File: src/logic/wpsh_pkg.sv
// constants, codes and carrier types of the power-save sequencer
// assumes a single 125 MHz clock shared by every user of the package
package wpsh_pkg;

	// clock and time base
	localparam int unsigned WPSH_CLK_PERIOD_PS = 8000;
	// one time unit is 1024 us
	localparam int unsigned WPSH_TU_PS         = 1024000000;
	localparam int unsigned WPSH_MS_PS         = 1000000000;
	localparam int unsigned WPSH_TU_CYCLES     = WPSH_TU_PS / WPSH_CLK_PERIOD_PS;
	localparam int unsigned WPSH_MS_CYCLES     = WPSH_MS_PS / WPSH_CLK_PERIOD_PS;
	localparam logic [15:0] WPSH_HOLD_DEFAULT_MS = 16'h0032;
	localparam int unsigned WPSH_PRE_W         = 17;

	// save level codes as the host writes them
	localparam logic [7:0] WPSH_CODE_OFF   = 8'h00;
	localparam logic [7:0] WPSH_CODE_RF    = 8'h01;
	localparam logic [7:0] WPSH_CODE_PIN   = 8'h02;
	localparam logic [7:0] WPSH_CODE_MSG   = 8'h03;
	localparam logic [7:0] WPSH_CODE_DEEP  = 8'h08;
	localparam logic [7:0] WPSH_CODE_DEEP9 = 8'h09;

	// retention select codes
	localparam logic [1:0] WPSH_RET_LP      = 2'h0;
	localparam logic [1:0] WPSH_RET_ULP_KEEP = 2'h1;
	localparam logic [1:0] WPSH_RET_ULP_LOSE = 2'h2;

	// beacon alignment and save procedure codes
	localparam logic       WPSH_ALIGN_BEACON = 1'b0;
	localparam logic       WPSH_ALIGN_DTIM   = 1'b1;
	localparam logic [1:0] WPSH_PSP_MAX      = 2'h0;
	localparam logic [1:0] WPSH_PSP_FAST     = 2'h1;
	localparam logic [1:0] WPSH_PSP_UAPSD    = 2'h2;

	// configuration options word
	localparam int unsigned WPSH_OPT_ALT_IND = 0;

	typedef enum logic [2:0] {
		WPSH_LV_OFF   = 3'h0,
		WPSH_LV_RF    = 3'h1,
		WPSH_LV_PIN   = 3'h2,
		WPSH_LV_MSG   = 3'h3,
		WPSH_LV_DEEP  = 3'h4,
		WPSH_LV_DEEP9 = 3'h5
	} wpsh_level_t;

	typedef enum logic [2:0] {
		WPSH_ST_ACTIVE   = 3'h0,
		WPSH_ST_SLEEP    = 3'h1,
		WPSH_ST_BEACON   = 3'h2,
		WPSH_ST_HOST     = 3'h3,
		WPSH_ST_ACK_WAIT = 3'h4,
		WPSH_ST_DEEP     = 3'h5,
		WPSH_ST_STAY     = 3'h6
	} wpsh_state_t;

	typedef enum logic [1:0] {
		WPSH_MSG_NONE      = 2'h0,
		WPSH_MSG_WAKE      = 2'h1,
		WPSH_MSG_SLEEP_REQ = 2'h2,
		WPSH_MSG_COLD_WAKE = 2'h3
	} wpsh_msg_t;

	// one power-mode command as the host issues it
	typedef struct packed {
		logic [7:0]  power_save_level;
		logic [1:0]  retention;
		logic        beacon_align;
		logic [1:0]  procedure;
		logic [15:0] hold_ms;
		logic [7:0]  beacon_skip_count;
		logic [15:0] max_sleep_tu;
		logic [7:0]  options;
	} wpsh_cmd_t;

	// configuration in force
	typedef struct packed {
		wpsh_level_t level;
		logic        ulp;
		logic        lose_state;
		logic        dtim_align;
		logic        fast;
		logic [15:0] hold_ms;
		logic [7:0]  skip;
		logic [15:0] max_tu;
		logic        alt_ind;
	} wpsh_cfg_t;

endpackage

File: src/logic/wpsh_unit_timer.sv
// down counter in units of a fixed number of clock cycles
// assumes start_in and clk_en_in come from the same clock domain
`timescale 1ns/1ps
module wpsh_unit_timer
	import wpsh_pkg::*;
#(
	parameter int unsigned UNIT_CYCLES = WPSH_TU_CYCLES
) (
	input  wire logic        ref_clk_in,
	input  wire logic        reset_in,
	input  wire logic        clk_en_in,
	input  wire logic        start_in,
	input  wire logic [15:0] units_in,
	output logic             busy_out,
	output logic             expired_out
);
	localparam logic [WPSH_PRE_W-1:0] PRE_LAST =
		WPSH_PRE_W'(UNIT_CYCLES - 1);

	logic [WPSH_PRE_W-1:0] pre;
	logic [15:0]           left;

	// a zero unit count never expires: callers use zero as no limit
	always_ff @(posedge ref_clk_in or posedge reset_in) begin
		if (reset_in) begin
			pre         <= '0;
			left        <= '0;
			expired_out <= 1'b0;
		end else if (clk_en_in) begin
			expired_out <= 1'b0;
			if (start_in) begin
				pre  <= '0;
				left <= units_in;
			end else if (left != '0) begin
				if (pre == PRE_LAST) begin
					pre  <= '0;
					left <= left - 16'h0001;
					if (left == 16'h0001)
						expired_out <= 1'b1;
				end else begin
					pre <= pre + WPSH_PRE_W'(1);
				end
			end
		end
	end

	assign busy_out = (left != '0);

endmodule // wpsh_unit_timer

File: src/logic/wpsh_sequencer.sv
// power-save sequencer: sleep/wake cycle, pin handshake, messages
// assumes beacon, activity and message strobes are on ref_clk_in;
// wake request pins are asynchronous and are synchronised here
// Function
// [RQ1] decode save level: 0 off, 1/2/3/8/9
// [RQ2] retention 1 keeps memory, 2 loses state
// [RQ3] align wake to beacon or DTIM beacon
// [RQ4] procedure select: maximum, fast, UAPSD
// [RQ5] fast mode holds awake after each packet
// [RQ6] hold time defaults to 50 ms
// [RQ7] skip count n wakes at (n+1)th DTIM
// [RQ8] sleep never exceeds max interval in TU; code caps SLEEP state only, not deep, and sets no cap when interval is 0
// [RQ9] host re-enables saving to change interval
// [RQ10] level 1 sleeps radio only, DTIM wakes
// [RQ11] level 1 remote exchange only while awake
// [RQ12] level 2 host wakes via request pin
// [RQ13] level 2 indicate awake before host data; host data is also taken in a beacon wake with no indication
// [RQ14] request low grants sleep, indication drops
// [RQ15] levels 2, 3 send to host freely
// [RQ16] option bit 0 selects alternate indication pin
// [RQ17] level 3 wake message, ignore pin wakes
// [RQ18] host acks sleep request, then stays silent
// [RQ19] level 3 sleeps only after host ack
// [RQ20] level 8 wake pin chosen by retention
// [RQ21] level 8 kept state: awake until recommand
// [RQ22] level 8 lost state: send cold wake
// [RQ23] reset: awake, saving off, indications low
`timescale 1ns/1ps
module wpsh_sequencer
	import wpsh_pkg::*;
#(
	parameter int unsigned TU_UNIT_CYCLES = WPSH_TU_CYCLES,
	parameter int unsigned MS_UNIT_CYCLES = WPSH_MS_CYCLES
) (
	input  wire logic      ref_clk_in,
	input  wire logic      reset_in,
	input  wire logic      clk_en_in,
	input  wire wpsh_cmd_t cmd_in,
	input  wire logic      cmd_apply_in,
	input  wire logic      beacon_tick_in,
	input  wire logic      dtim_tick_in,
	input  wire logic      wake_window_done_in,
	input  wire logic      data_activity_in,
	input  wire logic      host_msg_valid_in,
	input  wire logic      host_msg_is_ack_in,
	input  wire logic      lp_wake_request_pin_in,
	input  wire logic      deep_wake_request_pin_in,
	output logic           wake_indication_pin_out,
	output logic           alt_wake_indication_pin_out,
	output logic           radio_sleep_out,
	output logic           core_sleep_out,
	output logic           ulp_active_out,
	output logic           retention_active_out,
	output logic           remote_xfer_allow_out,
	output logic           host_data_accept_out,
	output logic           host_rx_path_open_out,
	output logic           msg_valid_out,
	output wpsh_msg_t      msg_code_out,
	output logic           cmd_accepted_out
);
	wpsh_cfg_t   cfg;
	wpsh_cfg_t   next_cfg;
	wpsh_cfg_t   out_cfg;
	wpsh_state_t state;
	wpsh_state_t next_state;
	wpsh_level_t cmd_level;
	logic        cmd_valid;
	logic [1:0]  pin_s1;
	logic [1:0]  pin_s2;
	logic        req_lp;
	logic        req_deep;
	logic        req_sel;
	logic [7:0]  skip_cnt;
	logic        done_seen;
	logic        wake_evt;
	logic        hold_busy;
	logic        max_expired;
	logic        sleep_start;
	logic        cold_wake;
	logic        next_ind;
	wpsh_msg_t   next_msg;

	// two-flop synchronisers for the asynchronous request pins
	genvar gi;
	generate
		for (gi = 0; gi < 2; gi++) begin : g_sync
			always_ff @(posedge ref_clk_in or posedge reset_in) begin
				if (reset_in) begin
					pin_s1[gi] <= 1'b0;
					pin_s2[gi] <= 1'b0;
				end else if (clk_en_in) begin
					pin_s1[gi] <= gi == 0 ? lp_wake_request_pin_in
						: deep_wake_request_pin_in;
					pin_s2[gi] <= pin_s1[gi];
				end
			end
		end
	endgenerate
	assign req_lp   = pin_s2[0];
	assign req_deep = pin_s2[1];
	// [RQ12] request pin by mode
	// [RQ20] pin follows retention
	assign req_sel  = cfg.ulp ? req_deep : req_lp;

	// [RQ1] level decode
	always_comb begin
		cmd_valid = 1'b1;
		case (cmd_in.power_save_level)
			WPSH_CODE_OFF:   cmd_level = WPSH_LV_OFF;
			WPSH_CODE_RF:    cmd_level = WPSH_LV_RF;
			WPSH_CODE_PIN:   cmd_level = WPSH_LV_PIN;
			WPSH_CODE_MSG:   cmd_level = WPSH_LV_MSG;
			WPSH_CODE_DEEP:  cmd_level = WPSH_LV_DEEP;
			WPSH_CODE_DEEP9: cmd_level = WPSH_LV_DEEP9;
			default: begin
				cmd_level = WPSH_LV_OFF;
				cmd_valid = 1'b0;
			end
		endcase
	end

	always_comb begin
		next_cfg            = cfg;
		next_cfg.level      = cmd_level;
		next_cfg.dtim_align = cmd_in.beacon_align == WPSH_ALIGN_DTIM;
		// [RQ4] procedure decode
		next_cfg.fast       = cmd_in.procedure == WPSH_PSP_FAST;
		// [RQ6] default hold time
		next_cfg.hold_ms    = cmd_in.hold_ms == '0 ?
			WPSH_HOLD_DEFAULT_MS : cmd_in.hold_ms;
		next_cfg.skip       = cmd_in.beacon_skip_count;
		next_cfg.alt_ind    = cmd_in.options[WPSH_OPT_ALT_IND];
		// [RQ2] retention only where the level allows it
		next_cfg.ulp        = 1'b0;
		next_cfg.lose_state = 1'b0;
		if (cmd_in.retention == WPSH_RET_ULP_KEEP)
			next_cfg.ulp = cmd_level inside {WPSH_LV_PIN, WPSH_LV_MSG,
				WPSH_LV_DEEP, WPSH_LV_DEEP9};
		if (cmd_in.retention == WPSH_RET_ULP_LOSE) begin
			next_cfg.ulp = cmd_level inside {WPSH_LV_DEEP,
				WPSH_LV_DEEP9};
			next_cfg.lose_state = next_cfg.ulp;
		end
		// [RQ9] interval taken only when saving was off
		if (cfg.level == WPSH_LV_OFF)
			next_cfg.max_tu = cmd_in.max_sleep_tu;
	end

	// [RQ23] start with saving off
	always_ff @(posedge ref_clk_in or posedge reset_in) begin
		if (reset_in) begin
			cfg <= '0;
		end else if (clk_en_in) begin
			if (cmd_apply_in && cmd_valid)
				cfg <= next_cfg;
			else if (cold_wake)
				cfg.level <= WPSH_LV_OFF;
		end
	end

	// outputs and the sleep cap see a command's settings in the edge that
	// takes it; the stored copy would lag one cycle and glitch the core
	assign out_cfg = (cmd_apply_in && cmd_valid) ? next_cfg : cfg;

	wpsh_unit_timer #(.UNIT_CYCLES(TU_UNIT_CYCLES)) u_max_sleep (
		.ref_clk_in  (ref_clk_in),
		.reset_in    (reset_in),
		.clk_en_in   (clk_en_in),
		.start_in    (sleep_start),
		.units_in    (out_cfg.max_tu),
		.busy_out    (),
		.expired_out (max_expired)
	);

	// [RQ5] hold restarts on every packet in fast mode
	wpsh_unit_timer #(.UNIT_CYCLES(MS_UNIT_CYCLES)) u_hold (
		.ref_clk_in  (ref_clk_in),
		.reset_in    (reset_in),
		.clk_en_in   (clk_en_in),
		.start_in    (data_activity_in && cfg.fast),
		.units_in    (cfg.hold_ms),
		.busy_out    (hold_busy),
		.expired_out ()
	);

	// [RQ7] count DTIM beacons slept through
	always_ff @(posedge ref_clk_in or posedge reset_in) begin
		if (reset_in)
			skip_cnt <= '0;
		else if (clk_en_in)
			if (state != WPSH_ST_SLEEP)
				skip_cnt <= '0;
			else if (dtim_tick_in && !wake_evt)
				skip_cnt <= skip_cnt + 8'h01;
	end

	always_ff @(posedge ref_clk_in or posedge reset_in) begin
		if (reset_in)
			done_seen <= 1'b0;
		else if (clk_en_in)
			done_seen <= state == WPSH_ST_BEACON &&
				(done_seen || wake_window_done_in);
	end

	// [RQ3] beacon or DTIM alignment
	// [RQ10] periodic DTIM wake
	// [RQ8] interval cap forces a wake
	assign wake_evt = max_expired ||
		(cfg.dtim_align ? dtim_tick_in && skip_cnt == cfg.skip
			: beacon_tick_in);
	assign sleep_start = next_state == WPSH_ST_SLEEP &&
		state != WPSH_ST_SLEEP;

	always_comb begin
		next_state = state;
		next_msg   = WPSH_MSG_NONE;
		cold_wake  = 1'b0;
		if (cmd_apply_in && cmd_valid) begin
			case (cmd_level)
				WPSH_LV_OFF:   next_state = WPSH_ST_ACTIVE;
				// [RQ21] recommand returns to deep sleep
				WPSH_LV_DEEP,
				WPSH_LV_DEEP9: next_state = WPSH_ST_DEEP;
				default:       next_state = WPSH_ST_SLEEP;
			endcase
		end else begin
			case (state)
				WPSH_ST_SLEEP: begin
					// [RQ17] level 3 ignores request pins
					if (cfg.level == WPSH_LV_PIN && req_sel)
						next_state = WPSH_ST_HOST;
					else if (wake_evt) begin
						next_state = WPSH_ST_BEACON;
						// [RQ17] wake message on every wake event
						if (cfg.level == WPSH_LV_MSG)
							next_msg = WPSH_MSG_WAKE;
					end
				end
				WPSH_ST_BEACON: begin
					if (cfg.level == WPSH_LV_PIN && req_sel)
						next_state = WPSH_ST_HOST;
					// [RQ5] no sleep while holding
					else if (done_seen && !hold_busy) begin
						if (cfg.level == WPSH_LV_MSG) begin
							next_state = WPSH_ST_ACK_WAIT;
							next_msg   = WPSH_MSG_SLEEP_REQ;
						end else
							next_state = WPSH_ST_SLEEP;
					end
				end
				// [RQ14] request low grants sleep
				WPSH_ST_HOST:
					if (!req_sel)
						next_state = WPSH_ST_SLEEP;
				// [RQ19] other messages keep us waiting
				WPSH_ST_ACK_WAIT:
					if (host_msg_valid_in && host_msg_is_ack_in)
						next_state = WPSH_ST_SLEEP;
				WPSH_ST_DEEP:
					if (req_sel) begin
						// [RQ22] state lost: cold wake, saving off
						if (cfg.lose_state) begin
							next_state = WPSH_ST_ACTIVE;
							next_msg   = WPSH_MSG_COLD_WAKE;
							cold_wake  = 1'b1;
						end else
							next_state = WPSH_ST_STAY;
					end
				WPSH_ST_ACTIVE,
				WPSH_ST_STAY: next_state = state;
				default:      next_state = WPSH_ST_ACTIVE;
			endcase
		end
	end

	always_ff @(posedge ref_clk_in or posedge reset_in) begin
		if (reset_in)
			state <= WPSH_ST_ACTIVE;
		else if (clk_en_in)
			state <= next_state;
	end

	// [RQ13] indication only once awake
	assign next_ind = next_state == WPSH_ST_HOST;

	// all outputs registered from the next state, except the message outputs, registered from the next message, and the accept flag, from the command strobe
	always_ff @(posedge ref_clk_in or posedge reset_in) begin
		if (reset_in) begin
			wake_indication_pin_out     <= 1'b0;
			alt_wake_indication_pin_out <= 1'b0;
			radio_sleep_out             <= 1'b0;
			core_sleep_out              <= 1'b0;
			ulp_active_out              <= 1'b0;
			retention_active_out        <= 1'b0;
			remote_xfer_allow_out       <= 1'b1;
			host_data_accept_out        <= 1'b1;
			host_rx_path_open_out       <= 1'b1;
			msg_valid_out               <= 1'b0;
			msg_code_out                <= WPSH_MSG_NONE;
			cmd_accepted_out            <= 1'b0;
		end else if (clk_en_in) begin
			// [RQ16] indication pin select
			wake_indication_pin_out     <= next_ind && !out_cfg.alt_ind;
			alt_wake_indication_pin_out <= next_ind && out_cfg.alt_ind;
			radio_sleep_out <= next_state inside {WPSH_ST_SLEEP,
				WPSH_ST_ACK_WAIT, WPSH_ST_DEEP};
			// [RQ10] level 1 keeps the core running
			core_sleep_out <= out_cfg.level != WPSH_LV_RF &&
				next_state inside {WPSH_ST_SLEEP, WPSH_ST_ACK_WAIT,
				WPSH_ST_DEEP};
			ulp_active_out <= out_cfg.ulp &&
				next_state inside {WPSH_ST_SLEEP, WPSH_ST_DEEP};
			retention_active_out <= out_cfg.ulp &&
				!out_cfg.lose_state &&
				next_state inside {WPSH_ST_SLEEP, WPSH_ST_DEEP};
			// [RQ11] remote exchange only while the radio is up
			remote_xfer_allow_out <= !(next_state inside
				{WPSH_ST_SLEEP, WPSH_ST_ACK_WAIT, WPSH_ST_DEEP});
			// [RQ11] level 1 takes host data at any time
			// [RQ13] level 2 host data waits for indication or a beacon wake
			host_data_accept_out <= out_cfg.level != WPSH_LV_PIN ||
				next_ind || next_state == WPSH_ST_BEACON;
			// [RQ15] receive path needs no handshake
			host_rx_path_open_out <= next_state != WPSH_ST_DEEP;
			msg_valid_out    <= next_msg != WPSH_MSG_NONE;
			msg_code_out     <= next_msg;
			cmd_accepted_out <= cmd_apply_in && cmd_valid;
		end
	end
endmodule // wpsh_sequencer

File: config.mk
export PLATFORM = sky130hd
export DESIGN_NAME = wpsh_sequencer
export DESIGN_NICKNAME = d
export VERILOG_FILES = /design/src/logic/wpsh_pkg.sv /design/src/logic/wpsh_unit_timer.sv /design/src/logic/wpsh_sequencer.sv
export SDC_FILE = /design/constraint.sdc
export NUM_CORES = 1
export LEC_CHECK = 0
export ABC_AREA = 1
export BUFFER_PORTS_ARGS = -buffer_cell sky130_fd_sc_hd__buf_2
export CORE_UTILIZATION = 45
export CTS_BUF_LIST = sky130_fd_sc_hd__clkbuf_4 sky130_fd_sc_hd__clkbuf_8 sky130_fd_sc_hd__clkbuf_16
export CTS_CLUSTER_SIZE = 12
export DETAILED_ROUTE_END_ITERATION = 12
export SETUP_SLACK_MARGIN = 0.05
export SKIP_LAST_GASP = 1
export SYNTH_ARGS = -nofsm -noshare
export SYNTH_HDL_FRONTEND = slang
export SYNTH_SLANG_ARGS = --single-unit
File: constraint.sdc
create_clock -name ref_clk_in -period 5.4 [get_ports ref_clk_in]
set_input_delay 1.08 -clock ref_clk_in [delete_from_list [all_inputs] [get_ports ref_clk_in]]
set_output_delay 1.08 -clock ref_clk_in [all_outputs]
set_load 0.01 [all_outputs]
==> results of run 1 <==
==> placed cells by master (no fill, tap or decap), types with 21 or more instances in the layout <==
| cell type | count |
|---|---|
| nand4_1 | 28 |
| o21ai_0 | 101 |
| dfrtp_1 | 141 |
| inv_1 | 121 |
| buf_2 | 78 |
| nand3_1 | 73 |
| nor2_1 | 92 |
| nor3_1 | 21 |
| nand2_1 | 330 |
| a21oi_1 | 41 |
| xor2_1 | 22 |
==> worst paths after layout <==
| path | end | cells past startpoint | slack, ns | start |
|---|---|---|---|---|
| worst min-delay path | cfg[38] | 2 | 0.47 | cfg[38] |
| worst min register to register | cfg[38] | 2 | 0.47 | cfg[38] |
| max in group asynchronous | remote_xfer_allow_out | 3 | 3.55 | reset_in |
| worst max register to register | u_max_sleep.pre[11] | 16 | 2.31 | u_hold.left[0] |
| worst max-delay path | u_max_sleep.pre[11] | 15 | 1.46 | cmd_in[58] |
| min in group asynchronous | u_hold.pre[7] | 2 | 0.85 | reset_in |
==> synthesized netlist by cell type, types with 2 or more instances <==
cell / instances / area share, %
nand3b_1: 4 / 0.37
dfrtp_1: 141 / 43
nand2_2: 3 / 0.23
o21ai_1: 17 / 1.0
nand3_1: 73 / 4.4
xor2_1: 22 / 2.3
nor3_2: 3 / 0.37
buf_4: 2 / 0.18
nand2_1: 330 / 15
o21a_1: 5 / 0.46
o21ai_0: 101 / 6.1
xnor2_1: 10 / 1.1
inv_2: 7 / 0.32
nor2_1: 93 / 4.2
a31oi_1: 3 / 0.23
buf_1: 3 / 0.14
inv_1: 122 / 5.6
nor4_1: 13 / 0.99
clkbuf_1: 27 / 1.2
o31ai_1: 2 / 0.18
o22ai_1: 6 / 0.46
a22oi_1: 2 / 0.18
nor3_1: 21 / 1.3
nor2_2: 2 / 0.15
nand4_1: 28 / 2.1
o211ai_1: 3 / 0.27
a21oi_1: 41 / 2.5
buf_2: 12 / 0.73
ha_1: 7 / 1.1
nor3b_1: 4 / 0.37
a211oi_1: 4 / 0.37
a221oi_1: 2 / 0.21
dfstp_2: 3 / 0.96
==> flip-flops by register name (all words and copies together), names as in the netlist <==
signal / count
alt_wake_indication_pin_out: 1
cfg: 48
cmd_accepted_out: 1
core_sleep_out: 1
done_seen: 1
host_data_accept_out: 1
host_rx_path_open_out: 1
msg_code_out: 2
msg_valid_out: 1
pin_s1: 2
radio_sleep_out: 1
remote_xfer_allow_out: 1
req_deep: 1
req_lp: 1
retention_active_out: 1
skip_cnt: 8
state: 3
u_hold.left: 16
u_hold.pre: 17
u_max_sleep.expired_out: 1
u_max_sleep.left: 16
u_max_sleep.pre: 17
ulp_active_out: 1
wake_indication_pin_out: 1
==> worst max-delay path, stage by stage <==
cell and delay, ns:
buf_2 0.09, nor2_1 0.09, nand2_1 0.09, nor2_2 0.17, inv_2 0.09, nand2_1 0.08, nand2_2 0.18, inv_2 0.51
nand2_2 0.17, a21oi_4 0.47, nand4_4 0.38, nand2_1 0.18, nand2_2 0.35, nand2_1 0.17, o21ai_1 0.08
==> where the power goes <==
group	switching [mW]	total [mW]	internal [mW]
sequential	0.126	1.36	1.23
clock	0.441	1.16	0.723
combinational	0.420	0.702	0.282
total	0.986	3.22	2.24
==> routing by layer <==
layer	track usage, %	part of all wire [%]	vias up	wire length [um]
met2	35.1	44	122	8590
li1	-	-	3804	-
met5	0	0	-	0
met4	5.43	0.96	0	189
met1	32.4	52	3353	10300
met3	4.23	3.1	18	617
==> cells by family after synthesis <==
logic type / synth area share, %
AOI/OAI and AO/OA: 13.1
xor gates and xnor gates: 3.41
adders and majority gates: 1.06
buffers and inverters: 8.30
DFF: 43.8
muxes: 0.137
and+or+nand+nor: 30.2
==> through the flow <==
stage / instances / utilization, % / hold slack, ns / total power [mW]
2_1_floorplan: 1130 / - / 0.434 / 1.92
3_3_place_gp: 1400 / 48.9 / 0.455 / 2.07
3_5_place_dp: 1400 / 48.9 / 0.458 / 2.08
4_1_cts: 1431 / 52.1 / 0.472 / 3.25
5_1_grt: 1431 / 52.1 / 0.496 / 3.44
6_report: 1431 / 52.1 / 0.472 / 3.22
==> layout make-up <==
cell class,count,area share [%]
clock inverter,7,0.910
inverter,129,5.23
timing repair buffer,86,4.82
sequential,144,38.6
clock buffer,24,5.24
multi-input combinational,812,42.2
tap,229,3.06
==> out/qor.yml, run 1 <==
drt:
  ant_nets: 0
  num_vias: 7297
  viasPerCell: 5.10
  drt_iter0_drc: 448
  drc: 0
  routed_wl_mm: 19.7
  firstDrtPassIters: 7
  wl_per_cell_um: 13.8
synthesis:
  yosysSeqAreaShare_pct: 43.8
  ys_types: 47
  synth_area_sq_um: 8230
  yosysWarnings: 0
  syn_nets: 1210
  syn_inst: 1130
  synth_seq_cells: 144
  syn_area_per_cell_sq_um: 7.28
  synthArstFlopShare_pct: 100
  synth_top_flop_cell: "dfrtp_1"
  synth_edf_count: 0
floorplan:
  die_x_um: 137
  start_util_pct: 45.8
  design.core.area_sq_um: 18000
  num_rows: 49
  die-height_um: 137
  die_area_sq_um: 18800
  num_io_pins: 86
clocking:
  clock_sinks: 144
  cts_buffers: 17
  cts_hold_buffers: 0
  root_buffer: "clkbuf_16"
  cts_setup_buffers: 0
  cts.clk_slew.worst_paths_ns: 0.06
  cts.path.max_buffers: 2
  htree_levels: 4
  cts_resized: 0
  clk_latency_ns: 0.42
  cts_tree: "done"
critical_path:
  crit_fanout: 41
  worst_setup_path_start_kind: "input port"
  crit_required_ns: 5.69
  crit_type: "in2reg"
  end_kind: "register"
  critPathArrivalTime_ns: 4.22
sta:
  timing.final.crit_share_pct: 72.9
  hold_violations: 0
  fin_ws_ns: 1.46
  setup_violations: 0
  worstMarginPinSlew_ns: 0.997
  period_needed_ns: 3.94
  relSlewSlack_pct: 33.3
  max_freq_ghz: 0.254
  tns_ns: 0
  rsz0062_at_grt: "false"
  slew_violations: 0
  clock_skew_ns: 0.00858
finish:
  drive_above_1_share_pct: 12.1
  multi_input_area_sq_um: 3940
  register_area_sq_um: 3610
  syn_to_final_growth_pct: 13.7
  n_fill_cell: 1742
  final_area_sq_um: 9350
  final_nets: 1270
  diodes: 0
placement:
  place_area_sq_um: 8780
  gp_congestion: 0.869
  io_buffers: 78
  post-place-ws_ns: 1.03
  hpwl_mm: 13.6
global_routing:
  gr-total-overflow: 0
  grt_pass1_vias: 6697
  grt_max_degree: 92
  gr-usage-all-layers_pct: 22.6
  antenna_found_initial: 0
  grt_pass1_wl_mm: 33.2
pwr:
  peakVddDrop_v: 0.000220
  leakage_nw: 4.58
  pwr_density_cell_nw_per_um2: 345
min_path:
  hold_class: "reg2reg"
status:
  outcome: "completed"
job:
  drv_cap: 0
Power figures use the tool's default switching activity.
==> inputs of run 2 (changes only) <==
ABC_AREA = 0   (was 1)
PLACE_DENSITY = 0.66   (was unset)
clock period = 3.4 ns   (was 5.4 ns; I/O delays follow)
==> run 2 against run 1 <==
Net effect:
- setup slack worse by 1.2 ns
- clock skew is 0.0027 ns higher
- cell area is 3.4% lower
- non-clock buffer count up 15
- critical path depth fell by 6
- via count is 15% lower
- sequential share of layout area grew 1.4 points
- largest cell class unchanged
- area after synthesis down 6.4%
- sequential power rose by 66%
- clock power is 68% higher
- combinational power up 110%
==> out/qor.yml, run 2 <==
finish:
  regMostFlops: "cfg"
  n_fill_cell: 1497  # -14%
  final_nets: 966  # -24%
  largest_reg_flops: 48  # unchanged
  multi_input_area_sq_um: 3830  # -3.0%
  syn_to_final_growth_pct: 17.2
  top_regs: "cfg x48, u_hold.pre x17, u_max_sleep.pre x17"
  final_area_sq_um: 9030  # -3.4%
  layout_common_cells: "141 x dfrtp_1, 86 x nand2_1, 78 x buf_2"
  drive_above_1_share_pct: 22.5  # +10 points
  layout_commonest_cell: "dfrtp_1"
  register_area_sq_um: 3610  # unchanged
  diodes: 0  # unchanged
clocking:
  cts_tree: "done"
  cts.clk_slew.worst_paths_ns: 0.07  # about the same
  cts_setup_buffers: 0  # unchanged
  root_buffer: "clkbuf_16"
  htree_levels: 4  # unchanged
  cts_buffers: 17  # unchanged
  clk_latency_ns: 0.43  # about the same
  cts_resized: 0  # unchanged
  cts.path.max_buffers: 2  # unchanged
  cts_hold_buffers: 0  # unchanged
  clock_sinks: 144  # unchanged
critical_path:
  crit_fanout: 9  # -78%
  path_delay_family: "compound AO/OA/AOI/OAI gates"
  slowest_delay_ns: 0.46  # -0.05 ns
  end_kind: "register"
  worstSetupStartpoint: "u_hold.left[8]"
  crit_required_ns: 3.69  # -2.00 ns
  r2r_cells: 9  # -7
  worst_setup_path_start_kind: "register"
  r2r-end: "u_max_sleep.left[2]"
  crit-reg2reg-launch: "u_hold.left[8]"
  crit_type: "reg2reg"
  cpMaxStageDelayCell: "dfrtp_1"
  critPathArrivalTime_ns: 3.39  # -0.83 ns
  path_buf_inv: 1  # -2
  cp_cell_sequence: "nor4_4, nand4b_1, a311o_1, a221o_1, a22oi_4, and3_1, buf_4, mux2i_1, a2bb2oi_1"
  rrSetupSlack_ns: 0.30  # -2.01 ns
global_routing:
  gr-total-overflow: 0  # unchanged
  grt_max_degree: 80  # -13%
  grt_pass1_vias: 5984  # -11%
  gr-usage-all-layers_pct: 20.6  # -2.0 points
  antenna_found_initial: 0  # unchanged
  grt_pass1_wl_mm: 29.1  # -12%
sta:
  tns_ns: 0  # unchanged
  max_freq_ghz: 0.323
  timing.final.crit_share_pct: 91.1
  period_needed_ns: 3.10
  relSlewSlack_pct: 53.6  # +20 points
  fin_ws_ns: 0.302  # -1.16 ns
  hold_violations: 0  # unchanged
  setup_violations: 0  # unchanged
  slew_violations: 0  # unchanged
  worstMarginPinSlew_ns: 0.691  # -0.307 ns
  clock_skew_ns: 0.0113  # +0.00267 ns
  rsz0062_at_grt: "false"
pwr:
  pwr_density_cell_nw_per_um2: 628  # +82%
  leakage_nw: 4.15  # -9.6%
  power.total_mw: 5.67  # +76%
  peakVddDrop_v: 0.000366  # +66%
placement:
  hpwl_mm: 12.0  # -12%
  gp_congestion: 0.863  # -0.68%
  io_buffers: 78  # unchanged
  post-place-ws_ns: 0.268  # -0.765 ns
  place_area_sq_um: 8410  # -4.1%
floorplan:
  die_area_sq_um: 17600  # -6.3%
  die_x_um: 133  # -3.2%
  start_util_pct: 46.3  # +0.49 points
  design.core.area_sq_um: 16600  # -7.4%
  die-height_um: 133  # -3.2%
  num_rows: 47  # -4.1%
  num_io_pins: 86  # unchanged
synthesis:
  synthTopCellsByArea: "dfrtp_1 46%, mux2_2 8.3%, o21ai_0 4.4%"
  syn_area_per_cell_sq_um: 9.62  # +32%
  yosysTopAreaCellShare_pct: 45.8  # +2.9 points
  yosysWarnings: 0  # unchanged
  synthArstFlopShare_pct: 100  # unchanged
  yosysMostFrequentCell: "dfrtp_1"
  synthTopCellsByCount: "141 x dfrtp_1, 86 x nand2_1, 68 x o21ai_0"
  ys_types: 66  # +40%
  synth_top_flop_cell: "dfrtp_1"
  synth_seq_cells: 144  # unchanged
  synth.largest_area_cell: "dfrtp_1"
  syn_inst: 801  # -29%
  yosysSeqAreaShare_pct: 46.8  # +3.0 points
  synth_edf_count: 0  # unchanged
  syn_nets: 881  # -27%
  synth_area_sq_um: 7700  # -6.4%
drt:
  drt_iter0_drc: 313  # -30%
  wl_per_cell_um: 15.2  # +10%
  drc: 0  # unchanged
  ant_nets: 0  # unchanged
  firstDrtPassIters: 5  # -2
  num_vias: 6205  # -15%
  viasPerCell: 5.55  # +8.7%
  routed_wl_mm: 17.0  # -14%
min_path:
  hold_class: "in2async"
status:
  outcome: "completed"
job:
  drv_cap: 0  # unchanged
-- run 2: changes by cell type in the layout (fill, tap and decap cells not counted), moves of 17 or more --
cell and delta:
inv_1 -95, nand4_1 -17, nand3_1 -42, mux2i_1 +18
o21ai_0 -33, nand2_1 -244, nor2_1 -33, mux2_2 +56
-- run 2: area by class of cell --
cell class,count,share of cell area (%)
multi-input combinational,595,42.4
clock inverter,14,2.04
timing repair buffer,101,6.65
inverter,27,1.16
tap,220,3.05
sequential,144,39.9
clock buffer,18,4.79
-- run 2: power by group --
group          total (mW)  switching (mW)  leakage (nW)  internal, mW
clock network        1.95           0.774         0.294          1.18
logic                1.46           0.811          1.95         0.647
registers            2.26           0.275          1.90          1.99
total                5.67            1.86          4.15          3.81
-- run 2: cell families after synthesis --
family,Yosys count,share of synthesized area [%]
flops,144,46.8
fa+ha+maj,7,1.14
buf+inv,62,3.51
compound gates,196,15.7
simple gates,290,19.1
xor+xnor,27,3.07
mux,75,10.7
-- run 2: worst max path at each step --
stage	depth (start not counted)	endpoint	slack [ns]
global route	9	u_max_sleep.left[2]	0.14
CTS	9	u_max_sleep.left[6]	0.31
floorplan	10	u_max_sleep.expired_out	0.65
global placement	10	u_max_sleep.left[6]	0.31
finish	9	u_max_sleep.left[2]	0.30
detailed placement	10	u_max_sleep.left[6]	0.27
-- run 2: worst min-delay path: cells and delay by family --
kind                   cells  cell delay (ns)
buffers and inverters      3             0.51
-- run 2: through the flow --
stage,hold slack [ns],std cells,utilization [%]
after floorplan,0.450,801,-
final,0.378,1119,54.3
after detailed placement,0.470,1087,50.6
after global placement,0.468,1087,50.6
after global routing,0.425,1119,54.3
after CTS,0.414,1119,54.3
-- run 2: per-layer routing --
metal,GRT usage (%),share of wire [%],vias up,wire length [um]
li1,-,-,3070,-
met1,28.4,48,3001,8240
met2,32.3,47,116,8040
met3,3.79,3.1,18,535
met4,7.41,1.3,0,217
met5,0,0,-,0
